**config.mk**
```make
export PLATFORM = sky130hd
export DESIGN_NAME = ucfs_top
export DESIGN_NICKNAME = d
export VERILOG_FILES = /design/src/common/ucfs_pkg.sv /design/src/verilog/ucfs_top.sv /design/src/verilog/ucfs_port_match.sv
export VERILOG_INCLUDE_DIRS = /design/src /design/src/common
export SDC_FILE = /design/constraint.sdc
export NUM_CORES = 1
export LEC_CHECK = 0
export BUFFER_PORTS_ARGS = -buffer_cell sky130_fd_sc_hd__buf_2
export CORE_MARGIN = 4
export CORE_UTILIZATION = 34
export CTS_BUF_LIST = sky130_fd_sc_hd__clkbuf_8 sky130_fd_sc_hd__clkbuf_16
export CTS_CLUSTER_DIAMETER = 60
export DETAILED_ROUTE_END_ITERATION = 8
export SKIP_CTS_REPAIR_TIMING = 1
export SYNTH_ARGS = -nofsm -noshare
export SYNTH_HDL_FRONTEND = slang
export SYNTH_HIERARCHICAL = 1
export SYNTH_SLANG_ARGS = --single-unit
```
**constraint.sdc**
```tcl
create_clock -name mclk_in -period 13.7 [get_ports mclk_in]
set_clock_uncertainty 0.1 [all_clocks]
set_input_delay 1.37 -clock mclk_in [delete_from_list [all_inputs] [get_ports mclk_in]]
set_output_delay 1.37 -clock mclk_in [all_outputs]
set_load 0.01 [all_outputs]
```
**src/common/ucfs_consts.svh**
```systemverilog
// constants for the incoming utopia cell filter and statistics block
// assumes a 16-bit microprocessor port with byte addresses
`ifndef UCFS_CONSTS_SVH
`define UCFS_CONSTS_SVH
`define UCFS_ADDR_STATUS 16'h4012
`define UCFS_ADDR_SRV_EN 16'h4014
`define UCFS_ADDR_CELLCNT 16'h4016
`define UCFS_ADDR_PARCNT 16'h400e
`define UCFS_ADDR_VCI_BASE 16'h4200
`define UCFS_ADDR_VPI_BASE 16'h4202
`define UCFS_PORT_STRIDE 16'h0004
`define UCFS_NPORTS 8
`define UCFS_BIT_CELL_ROLL 0
`define UCFS_BIT_PAR_ROLL 1
`define UCFS_VPI_MSB 11
`define UCFS_OAM_BIT 12
`define UCFS_UNI_VPI_MASK 12'h0ff
`define UCFS_NNI_VPI_MASK 12'hfff
`define UCFS_CNT_MAX 16'hffff
`define UCFS_PTI_OAM_BIT 2
`define UCFS_VCI_OAM_SEG 16'h0003
`define UCFS_VCI_OAM_E2E 16'h0004
`endif

```
**src/common/ucfs_pkg.sv**
```systemverilog
// types shared by the cell filter block
// assumes the constants header is on the include path
package ucfs_pkg;
    // one incoming cell header, as taken from the utopia bus
    typedef struct packed {
        logic [11:0] vpi;
        logic [15:0] vci;
        logic [2:0] pti;
    } ucfs_hdr_t;
    // outcome of filtering one cell
    typedef struct packed {
        logic valid;
        logic keep;
        logic [2:0] port;
        logic hit;
    } ucfs_verdict_t;
    // header capture states, one-hot
    typedef enum logic [4:0] {
        UCFS_IDLE = 5'b00001,
        UCFS_W1 = 5'b00010,
        UCFS_W2 = 5'b00100,
        UCFS_W3 = 5'b01000,
        UCFS_DONE = 5'b10000
    } ucfs_state_t;
endpackage

```
**src/verilog/ucfs_top.sv**
```systemverilog
// incoming utopia cell tally, parity statistics and unstructured port filter
// assumes 8-bit utopia data with soc on the first header byte; the utopia
// clock is sampled by mclk_in and its rising edges found in this domain
`timescale 1ns/1ps
`include "ucfs_consts.svh"
module ucfs_top
    import ucfs_pkg::*;
#(
    parameter int NPORTS = `UCFS_NPORTS
) (
    // clock and reset
    input wire logic mclk_in,
    input wire logic rst_in,
    // incoming utopia bus
    input wire logic uto_clk_in,
    input wire logic [7:0] incoming_cell_data_bus_in,
    input wire logic incoming_cell_parity_bit_in,
    input wire logic uto_soc_in,
    input wire logic uto_enb_n_in,
    input wire logic nni_mode_in,
    // microprocessor port
    input wire logic cpu_cs_in,
    input wire logic cpu_wr_in,
    input wire logic cpu_rd_in,
    input wire logic [15:0] cpu_addr_in,
    input wire logic [15:0] cpu_wdata_in,
    output logic [15:0] cpu_rdata_out,
    // summary and filter result
    output logic utopia_service_summary_out,
    output ucfs_verdict_t verdict_out
);
    // synchronisers: first stage read only by second
    logic [11:0] s1_ff, s2_ff;
    logic uclk_d_ff;
    logic nni_s1_ff, nni_s2_ff;
    logic [15:0] received_cell_tally_ff, nxt_received_cell_tally, par_cnt_ff, nxt_par_cnt;
    logic [1:0] status_ff, nxt_status, srv_en_ff, nxt_srv_en;
    logic [15:0] vci_ff [NPORTS], vpi_ff [NPORTS];
    logic [15:0] nxt_vci [NPORTS], nxt_vpi [NPORTS];
    ucfs_state_t st_ff, nxt_st;
    ucfs_hdr_t hdr_ff, nxt_hdr;
    ucfs_verdict_t verdict_ff, nxt_verdict;
    logic [15:0] rdata_ff, nxt_rdata;
    logic [NPORTS-1:0] hit, keep;
    logic uedge, soc, enb_ok, par_err;
    logic [7:0] data;

    // two-stage capture of the whole utopia bus
    always_ff @(posedge mclk_in or posedge rst_in) begin
        if (rst_in) begin
            s1_ff <= 12'h000;
            s2_ff <= 12'h000;
            uclk_d_ff <= 1'b0;
            nni_s1_ff <= 1'b0;
            nni_s2_ff <= 1'b0;
        end else begin
            nni_s1_ff <= nni_mode_in; // mode pin is board-level, so it is retimed too
            nni_s2_ff <= nni_s1_ff;
            s1_ff <= {uto_clk_in, uto_soc_in, uto_enb_n_in, incoming_cell_parity_bit_in,
                incoming_cell_data_bus_in};
            s2_ff <= s1_ff;
            uclk_d_ff <= s2_ff[11];
        end
    end

    // rising utopia clock edge marks a bus sample
    always_comb begin
        uedge = s2_ff[11] & ~uclk_d_ff;
        soc = s2_ff[10];
        enb_ok = ~s2_ff[9];
        data = s2_ff[7:0];
        par_err = (^data) == s2_ff[8]; // odd parity expected
    end

    // address decode for a port register; returns the port or -1
    function automatic int port_of(input logic [15:0] a, input logic [15:0] base);
        int r;
        r = -1;
        for (int p = 0; p < NPORTS; p++) begin
            if (a == 16'(base + 16'(p) * `UCFS_PORT_STRIDE)) begin
                r = p;
            end
        end
        return r;
    endfunction

    // counters, flags and software writes
    always_comb begin
        int pv, pp;
        pv = port_of(cpu_addr_in, `UCFS_ADDR_VCI_BASE);
        pp = port_of(cpu_addr_in, `UCFS_ADDR_VPI_BASE);
        nxt_received_cell_tally = received_cell_tally_ff;
        nxt_par_cnt = par_cnt_ff;
        nxt_status = status_ff;
        nxt_srv_en = srv_en_ff;
        for (int p = 0; p < NPORTS; p++) begin
            nxt_vci[p] = vci_ff[p];
            nxt_vpi[p] = vpi_ff[p];
        end
        if (uedge && enb_ok && soc) begin
            nxt_received_cell_tally = received_cell_tally_ff + 16'h0001;
            if (received_cell_tally_ff == `UCFS_CNT_MAX) begin
                nxt_status[`UCFS_BIT_CELL_ROLL] = 1'b1;
            end
        end
        if (uedge && enb_ok && par_err) begin
            nxt_par_cnt = par_cnt_ff + 16'h0001;
            if (par_cnt_ff == `UCFS_CNT_MAX) begin
                nxt_status[`UCFS_BIT_PAR_ROLL] = 1'b1;
            end
        end
        if (cpu_cs_in && cpu_wr_in) begin
            if (cpu_addr_in == `UCFS_ADDR_SRV_EN) begin
                nxt_srv_en = cpu_wdata_in[1:0];
            end
            if (pv >= 0) begin
                nxt_vci[pv] = cpu_wdata_in;
            end
            if (pp >= 0) begin
                nxt_vpi[pp] = {3'b000, cpu_wdata_in[`UCFS_OAM_BIT:0]};
            end
        end
    end

    // read mux; reserved bits and unmapped addresses read zero
    always_comb begin
        int pv, pp;
        pv = port_of(cpu_addr_in, `UCFS_ADDR_VCI_BASE);
        pp = port_of(cpu_addr_in, `UCFS_ADDR_VPI_BASE);
        nxt_rdata = rdata_ff;
        if (cpu_cs_in && cpu_rd_in) begin
            nxt_rdata = 16'h0000;
            case (cpu_addr_in)
                `UCFS_ADDR_STATUS: nxt_rdata = {14'h0000, status_ff};
                `UCFS_ADDR_SRV_EN: nxt_rdata = {14'h0000, srv_en_ff};
                `UCFS_ADDR_CELLCNT: nxt_rdata = received_cell_tally_ff;
                `UCFS_ADDR_PARCNT: nxt_rdata = par_cnt_ff;
                default: begin
                    if (pv >= 0) begin
                        nxt_rdata = vci_ff[pv];
                    end else if (pp >= 0) begin
                        nxt_rdata = vpi_ff[pp];
                    end
                end
            endcase
        end
    end

    // header capture: vpi/vci/pti from bytes 0..3 of an 8-bit cell
    always_comb begin
        nxt_st = st_ff;
        nxt_hdr = hdr_ff;
        nxt_verdict = verdict_ff;
        nxt_verdict.valid = 1'b0;
        if (uedge && enb_ok) begin
            case (st_ff)
                UCFS_IDLE, UCFS_DONE: begin
                    if (soc) begin
                        nxt_hdr.vpi = {data, 4'h0};
                        nxt_st = UCFS_W1;
                    end else begin
                        nxt_st = UCFS_IDLE;
                    end
                end
                UCFS_W1: begin
                    nxt_hdr.vpi = {hdr_ff.vpi[11:4], data[7:4]};
                    nxt_hdr.vci = {data[3:0], 12'h000};
                    nxt_st = UCFS_W2;
                end
                UCFS_W2: begin
                    nxt_hdr.vci = {hdr_ff.vci[15:12], data, 4'h0};
                    nxt_st = UCFS_W3;
                end
                UCFS_W3: begin
                    nxt_hdr.vci = {hdr_ff.vci[15:4], data[7:4]};
                    nxt_hdr.pti = data[3:1];
                    nxt_st = UCFS_DONE;
                end
                default: nxt_st = UCFS_IDLE;
            endcase
        end
        // last header byte taken: the verdict fires one cycle later
        if (st_ff == UCFS_W3 && nxt_st == UCFS_DONE) begin
            nxt_verdict.valid = 1'b1;
        end
    end

    // verdict is taken from the header in the cycle after capture completes
    logic fire_ff;
    always_ff @(posedge mclk_in or posedge rst_in) begin
        if (rst_in) begin
            fire_ff <= 1'b0;
        end else begin
            fire_ff <= nxt_verdict.valid;
        end
    end

    // uni headers carry gfc in the top nibble; clear it for the compare layout
    ucfs_hdr_t cmp_hdr;
    always_comb begin
        cmp_hdr = hdr_ff;
        if (!nni_s2_ff) begin
            cmp_hdr.vpi = {4'h0, hdr_ff.vpi[7:0]};
        end
    end

    generate
        for (genvar g = 0; g < NPORTS; g++) begin : g_match
            ucfs_port_match u_match (
                .prog_vci_in(vci_ff[g]),
                .prog_vpi_oam_in(vpi_ff[g]),
                .hdr_in(cmp_hdr),
                .nni_mode_in(nni_s2_ff),
                .hit_out(hit[g]),
                .keep_out(keep[g])
            );
        end
    endgenerate

    // lowest matching port wins
    ucfs_verdict_t res;
    always_comb begin
        res = '0;
        res.valid = fire_ff;
        for (int p = NPORTS - 1; p >= 0; p--) begin
            if (hit[p]) begin
                res.hit = 1'b1;
                res.port = 3'(p);
                res.keep = keep[p];
            end
        end
    end

    // register every state group other than the synchronisers and fire_ff
    always_ff @(posedge mclk_in or posedge rst_in) begin
        if (rst_in) begin
            received_cell_tally_ff <= 16'h0000;
            par_cnt_ff <= 16'h0000;
            status_ff <= 2'b00;
            srv_en_ff <= 2'b00;
            st_ff <= UCFS_IDLE;
            hdr_ff <= '0;
            verdict_ff <= '0;
            rdata_ff <= 16'h0000;
            for (int p = 0; p < NPORTS; p++) begin
                vci_ff[p] <= 16'h0000;
                vpi_ff[p] <= 16'h0000;
            end
        end else begin
            received_cell_tally_ff <= nxt_received_cell_tally;
            par_cnt_ff <= nxt_par_cnt;
            status_ff <= nxt_status;
            srv_en_ff <= nxt_srv_en;
            st_ff <= nxt_st;
            hdr_ff <= nxt_hdr;
            verdict_ff <= fire_ff ? res : '0;
            rdata_ff <= nxt_rdata;
            for (int p = 0; p < NPORTS; p++) begin
                vci_ff[p] <= nxt_vci[p];
                vpi_ff[p] <= nxt_vpi[p];
            end
        end
    end

    // summary is a level of the gated latched flags
    always_comb begin
        utopia_service_summary_out = (srv_en_ff[`UCFS_BIT_CELL_ROLL]
            & status_ff[`UCFS_BIT_CELL_ROLL])
            | (srv_en_ff[`UCFS_BIT_PAR_ROLL] & status_ff[`UCFS_BIT_PAR_ROLL]);
        cpu_rdata_out = rdata_ff;
        verdict_out = verdict_ff;
    end
endmodule

```
**src/verilog/ucfs_port_match.sv**
```systemverilog
// per-port vpi/vci comparison for one tdm port
`timescale 1ns/1ps
`include "ucfs_consts.svh"
module ucfs_port_match
    import ucfs_pkg::*;
(
    // programmed connection
    input wire logic [15:0] prog_vci_in,
    input wire logic [15:0] prog_vpi_oam_in,
    // incoming header and mode
    input wire ucfs_hdr_t hdr_in,
    input wire logic nni_mode_in,
    // result
    output logic hit_out,
    output logic keep_out
);
    logic [11:0] vpi_mask;
    logic is_oam;
    // uni leaves the gfc nibble out of the compare
    always_comb begin
        vpi_mask = nni_mode_in ? `UCFS_NNI_VPI_MASK : `UCFS_UNI_VPI_MASK;
        is_oam = hdr_in.pti[`UCFS_PTI_OAM_BIT] | (hdr_in.vci == `UCFS_VCI_OAM_SEG)
            | (hdr_in.vci == `UCFS_VCI_OAM_E2E);
        hit_out = (hdr_in.vci == prog_vci_in)
            && (((hdr_in.vpi ^ prog_vpi_oam_in[`UCFS_VPI_MSB:0]) & vpi_mask) == 12'h000);
        keep_out = hit_out && (!is_oam || prog_vpi_oam_in[`UCFS_OAM_BIT]);
    end
endmodule

```
* Word level (Yosys, flattened, before mapping) *
Cells that the tools add are included.

operators by class
  $add $sub $neg = 2
  $lt $le $gt $ge = 6
  equality and inequality tests = 40
  mux-type cells = 49
  bitwise operators = 29
  reductions and logical operators = 57

operator list
  cell                     count
  $mux W32                 16
  $eq A16 B15 Y1 const B   20
  $bwmux W128              2
  $eq A16 B16 Y1           8
  $mux W16                 8
  $and A12 B12 Y12         8
  $bmux W16 S3             2
  $demux W16 S3            2
  $logic_not A12 Y1        8
  $xor A12 B12 Y12         8
  $ge A32 B1 Y1 const B    2
  $ge A32 B4 Y1 const B    2
  $lt A32 B1 Y1 const B    2
  $not A32 Y32             2
  $pmux W16 S4             1
  $pmux W16 S3             1
  $mux W5                  9
  $mux W12                 3
  $add A16 B1 Y16 const B  2
  $eq A16 B16 Y1 const B   2
  $logic_and A1 B1 Y1      24
  $pmux W12 S2             1
  $pmux W5 S4              1
  $eq A16 B2 Y1 const B    1
  other kinds (23)         48

storage, ports and cells
  flip-flop bits (word level) = 378
  word-level logic and storage cells = 222

* Logic depth before layout (Yosys ltp) *
  depth in word-level cells = 16
  depth in mapped cells = 11
  gate-level depth less buffers = 11

* Cells and area by module *
The synthesis kept the hierarchy.

by module, submodules not included
  module           instances  cells an instance  area each (µm²)  sequential area each (µm²)
  ucfs_top         1          1219               15826.4          8859.7
  ucfs_port_match  8          49                 387.9            0.0

* Least setup slack after synthesis *
Ideal clock, no wire load.

  path kind = input to register
  start point = input cpu_addr_in[7]
  end point = register vci_ff[48] (netlist name)
  data arrival time = 3.397 ns
  slack = 10.078 ns
  stages = 7
  cell sequence = or4b_1 buf_2 nor4_4 nand2_1 nor2_2 buf_4 mux2_2

on the way
  longest elaborated chain between the ends = 15
  elaborated cells on any way between the ends = 25
  classes of those cells = 3 x order compare; 8 x eq/ne; 11 x mux; 1 x bitwise; 2 x reduce/logical

ends and longest elaborated chain
  element                                                               RTL line         RTL
  start, declared                                                       ucfs_top.sv:25   input wire logic [15:0] cpu_addr_in,
  $eq A16 B15 Y1                                                        ucfs_top.sv:80   if (a == 16'(base + 16'(p) * `UCFS_PORT_STRIDE)) begin
  $mux W32 (7 in a row)                                                 ucfs_top.sv:80
  $mux W32 *                                                            ucfs_top.sv:80
  $not A32 Y32 (not written as such)                                    ucfs_top.sv:117  nxt_vci[pv] = cpu_wdata_in;
  $ge A32 B4 Y1 (not written as such) or $lt A32 B1 Y1 (tied branches)  ucfs_top.sv:117
  $logic_and A1 B1 Y1 (not written as such)                             ucfs_top.sv:117
  $mux W16 (not written as such)                                        ucfs_top.sv:117
  $demux W16 S3                                                         ucfs_top.sv:117
  $bwmux W128                                                           ucfs_top.sv:117
  end signal, assigned by index                                         ucfs_top.sv:259  vci_ff[p] <= nxt_vci[p];
  end, declared                                                         ucfs_top.sv:38   logic [15:0] vci_ff [NPORTS], vpi_ff [NPORTS];

Mark *: on every way between the ends. The rest lies on a longest branch, timed or not.
A chain may end at the register's enable or synchronous reset.

* Worst setup path after layout *
  start point = input cpu_addr_in[7]
  end point = register vpi_ff[19] (netlist name)

on the way
  longest elaborated chain between the ends = 15
  elaborated cells on any way between the ends = 25
  classes of those cells = 3 x order compare; 8 x eq/ne; 11 x mux; 1 x bitwise; 2 x reduce/logical

ends and longest elaborated chain
  element                                         RTL line         RTL
  $eq A16 B15 Y1                                  ucfs_top.sv:80
  $mux W32 (7 in a row)                           ucfs_top.sv:80
  $mux W32 *                                      ucfs_top.sv:80
  $not A32 Y32                                    ucfs_top.sv:120  nxt_vpi[pp] = {3'b000, cpu_wdata_in[`UCFS_OAM_BIT:0]};
  $ge A32 B4 Y1 or $lt A32 B1 Y1 (tied branches)  ucfs_top.sv:120
  $logic_and A1 B1 Y1                             ucfs_top.sv:120
  $mux W16                                        ucfs_top.sv:120
  $demux W16 S3                                   ucfs_top.sv:120
  $bwmux W128                                     ucfs_top.sv:120
  end signal, assigned by index                   ucfs_top.sv:260  vpi_ff[p] <= nxt_vpi[p];
  end, declared                                   ucfs_top.sv:38

Marks and branches as above.

==> run metrics <==
CTS buffer count=41; root buffer cell=clkbuf_16; share of cells above drive strength 1=28.28%; grt total ovfl=0; Syn Nets=1658; Die Wd=243.5 um; placed cells=2374; number of global-route vias before repair=13570; RePlAce Congestion=0.8874; drt pass-1 iters=5; synthesis-to-finish area growth=13.47%; run status=finished, final reports clean; Die Footprint=0.05928 sq mm; Final HPWL DP=42220 um; M1 wire length=26600 um; CTS tree=yes; Tcrit/Tclk final=32.38%; setup TNS=0 ns; Fmax=225.5 MHz; worst slew pin tran=1.329 ns; crit path time final=4.435 ns; critical path peak fanout=21; startpoint types=input port; Worst setup EP type=register; Die Ht=243.5 um; Max Cap Viol=0; met3 wire len=5014 um; min-delay worst type=register to register; core area=0.05499 sq mm; drt total wl=60240 um; Sink Count=352; syn_area_per_cell=11.74 sq um; Rel. slew slack=10.61%; Ys Warns=6; clock-pin slew on the worst setup and hold paths=0.06 ns; Fillers=5324; total power=2.975 mW; final std cells w/o fill=2450; critical path type=input port to register; initial antenna violation count=5; drt drc=0; GR Util All Layers=19.88%; Vias=13780; data required time at the worst endpoint=14.04 ns; first-pass GRT wire length=89400 um; cells after synthesis=1606; RSZ-0062 raised after global routing=false; highest metal used=met5; maximum root-to-sink buffer count=3; initial core utilization=34.29%; Final Slew Violations=0; Via density=5.625; Post-DRT Antenna Nets=0; row count=86; mapped cell area=0.01885 sq mm; Ports=73; Fin. Hold Viols=0; largest net degree at the start of global routing=110; maximum VDD drop=0.09199 mV; fin nets=1721; pwr/cell area=139.1 mW/mm^2; routed len/inst=24.59 um; met2 WL=26800 um; Final Setup Violations=0; Port Buffers=72; Clock Latency Late Sink=0.58 ns; LEAKAGE=10.93 nW; DRT iter0 DRCs=1388; H-tree Lvls=2; Worst EP arrival=4.78 ns
## layout make-up
class                           instances  area (sq um)  area share [%]
Clock inverter                         25         252.7           1.181
Inverter                               23         93.84          0.4386
Sequential cell                       352          8810           41.18
Tap cell                              748         935.9           4.375
Antenna cell                            1         2.502         0.01170
Multi-Input combinational cell       1154          9600           44.88
Clock buffer                           50          1150           5.375
Timing Repair Buffer                   97         548.0           2.562
## state kept, by name (all words and copies together) (netlist names)
signal,cells
vci_ff,128
vpi_ff,104
cmp_hdr,17
cpu_rdata_out,16
par_cnt_ff,16
received_cell_tally_ff,16
hdr_ff,12
s1_ff,12
s2_ff,12
verdict_out,6
st_ff,5
srv_en_ff,2
status_ff,2
fire_ff,1
nni_s1_ff,1
nni_s2_ff,1
uclk_d_ff,1
## final timing paths
path | start | endpoint | slack [ns] | cells after the start
setup / recovery | cpu_addr_in[7] | vpi_ff[19] | 9.26 | 7
min in group asynchronous | rst_in | s1_ff[3] | 0.85 | 2
setup reg to reg | nni_s2_ff | verdict_out[4] | 9.82 | 10
hold / removal | s1_ff[6] | s2_ff[6] | 0.25 | 0
hold reg to reg | s1_ff[6] | s2_ff[6] | 0.25 | 0
max in group asynchronous | rst_in | vci_ff[84] | 10.51 | 4
## power breakdown
part	switching, mW	internal [mW]
Sequential	0.143	1.08
Clock	0.461	0.676
Combinational	0.384	0.228
## worst max-delay path: stages
cell and delay, ns:
buf_2 0.10, or4b_1 0.69, nor2_1 0.86, nand4_1 0.17
buf_4 0.29, nor4_4 0.85, mux2_2 0.41
## through the flow
step	hold slack [ns]	util [%]	cell area, sq um	setup slack (ns)
floorplan	0.2312	-	18850	2.468
global placement	0.2324	36.35	19990	8.878
detailed placement	0.2347	36.35	19990	8.788
CTS	0.2488	38.90	21390	9.389
global route	0.2552	38.90	21390	9.242
finish	0.2475	38.91	21390	9.265
## layer usage
layer	vias up	GRT usage [%]
met5	-	0
met4	6	6.162
met3	104	5.228
met2	577	30.41
met1	7100	27.68
li1	5994	-
## layout by cell type, fill, tap and decap left out, types with 39 or more instances in the layout
master,instances
dfrtp_1,351
mux2_2,256
xor2_1,236
nand2_1,78
buf_2,72
nor4_1,59
mux2i_1,54
o21ai_0,48
clkbuf_16,41
nor2_1,39
Note: power is estimated with default switching activity, not from simulation.
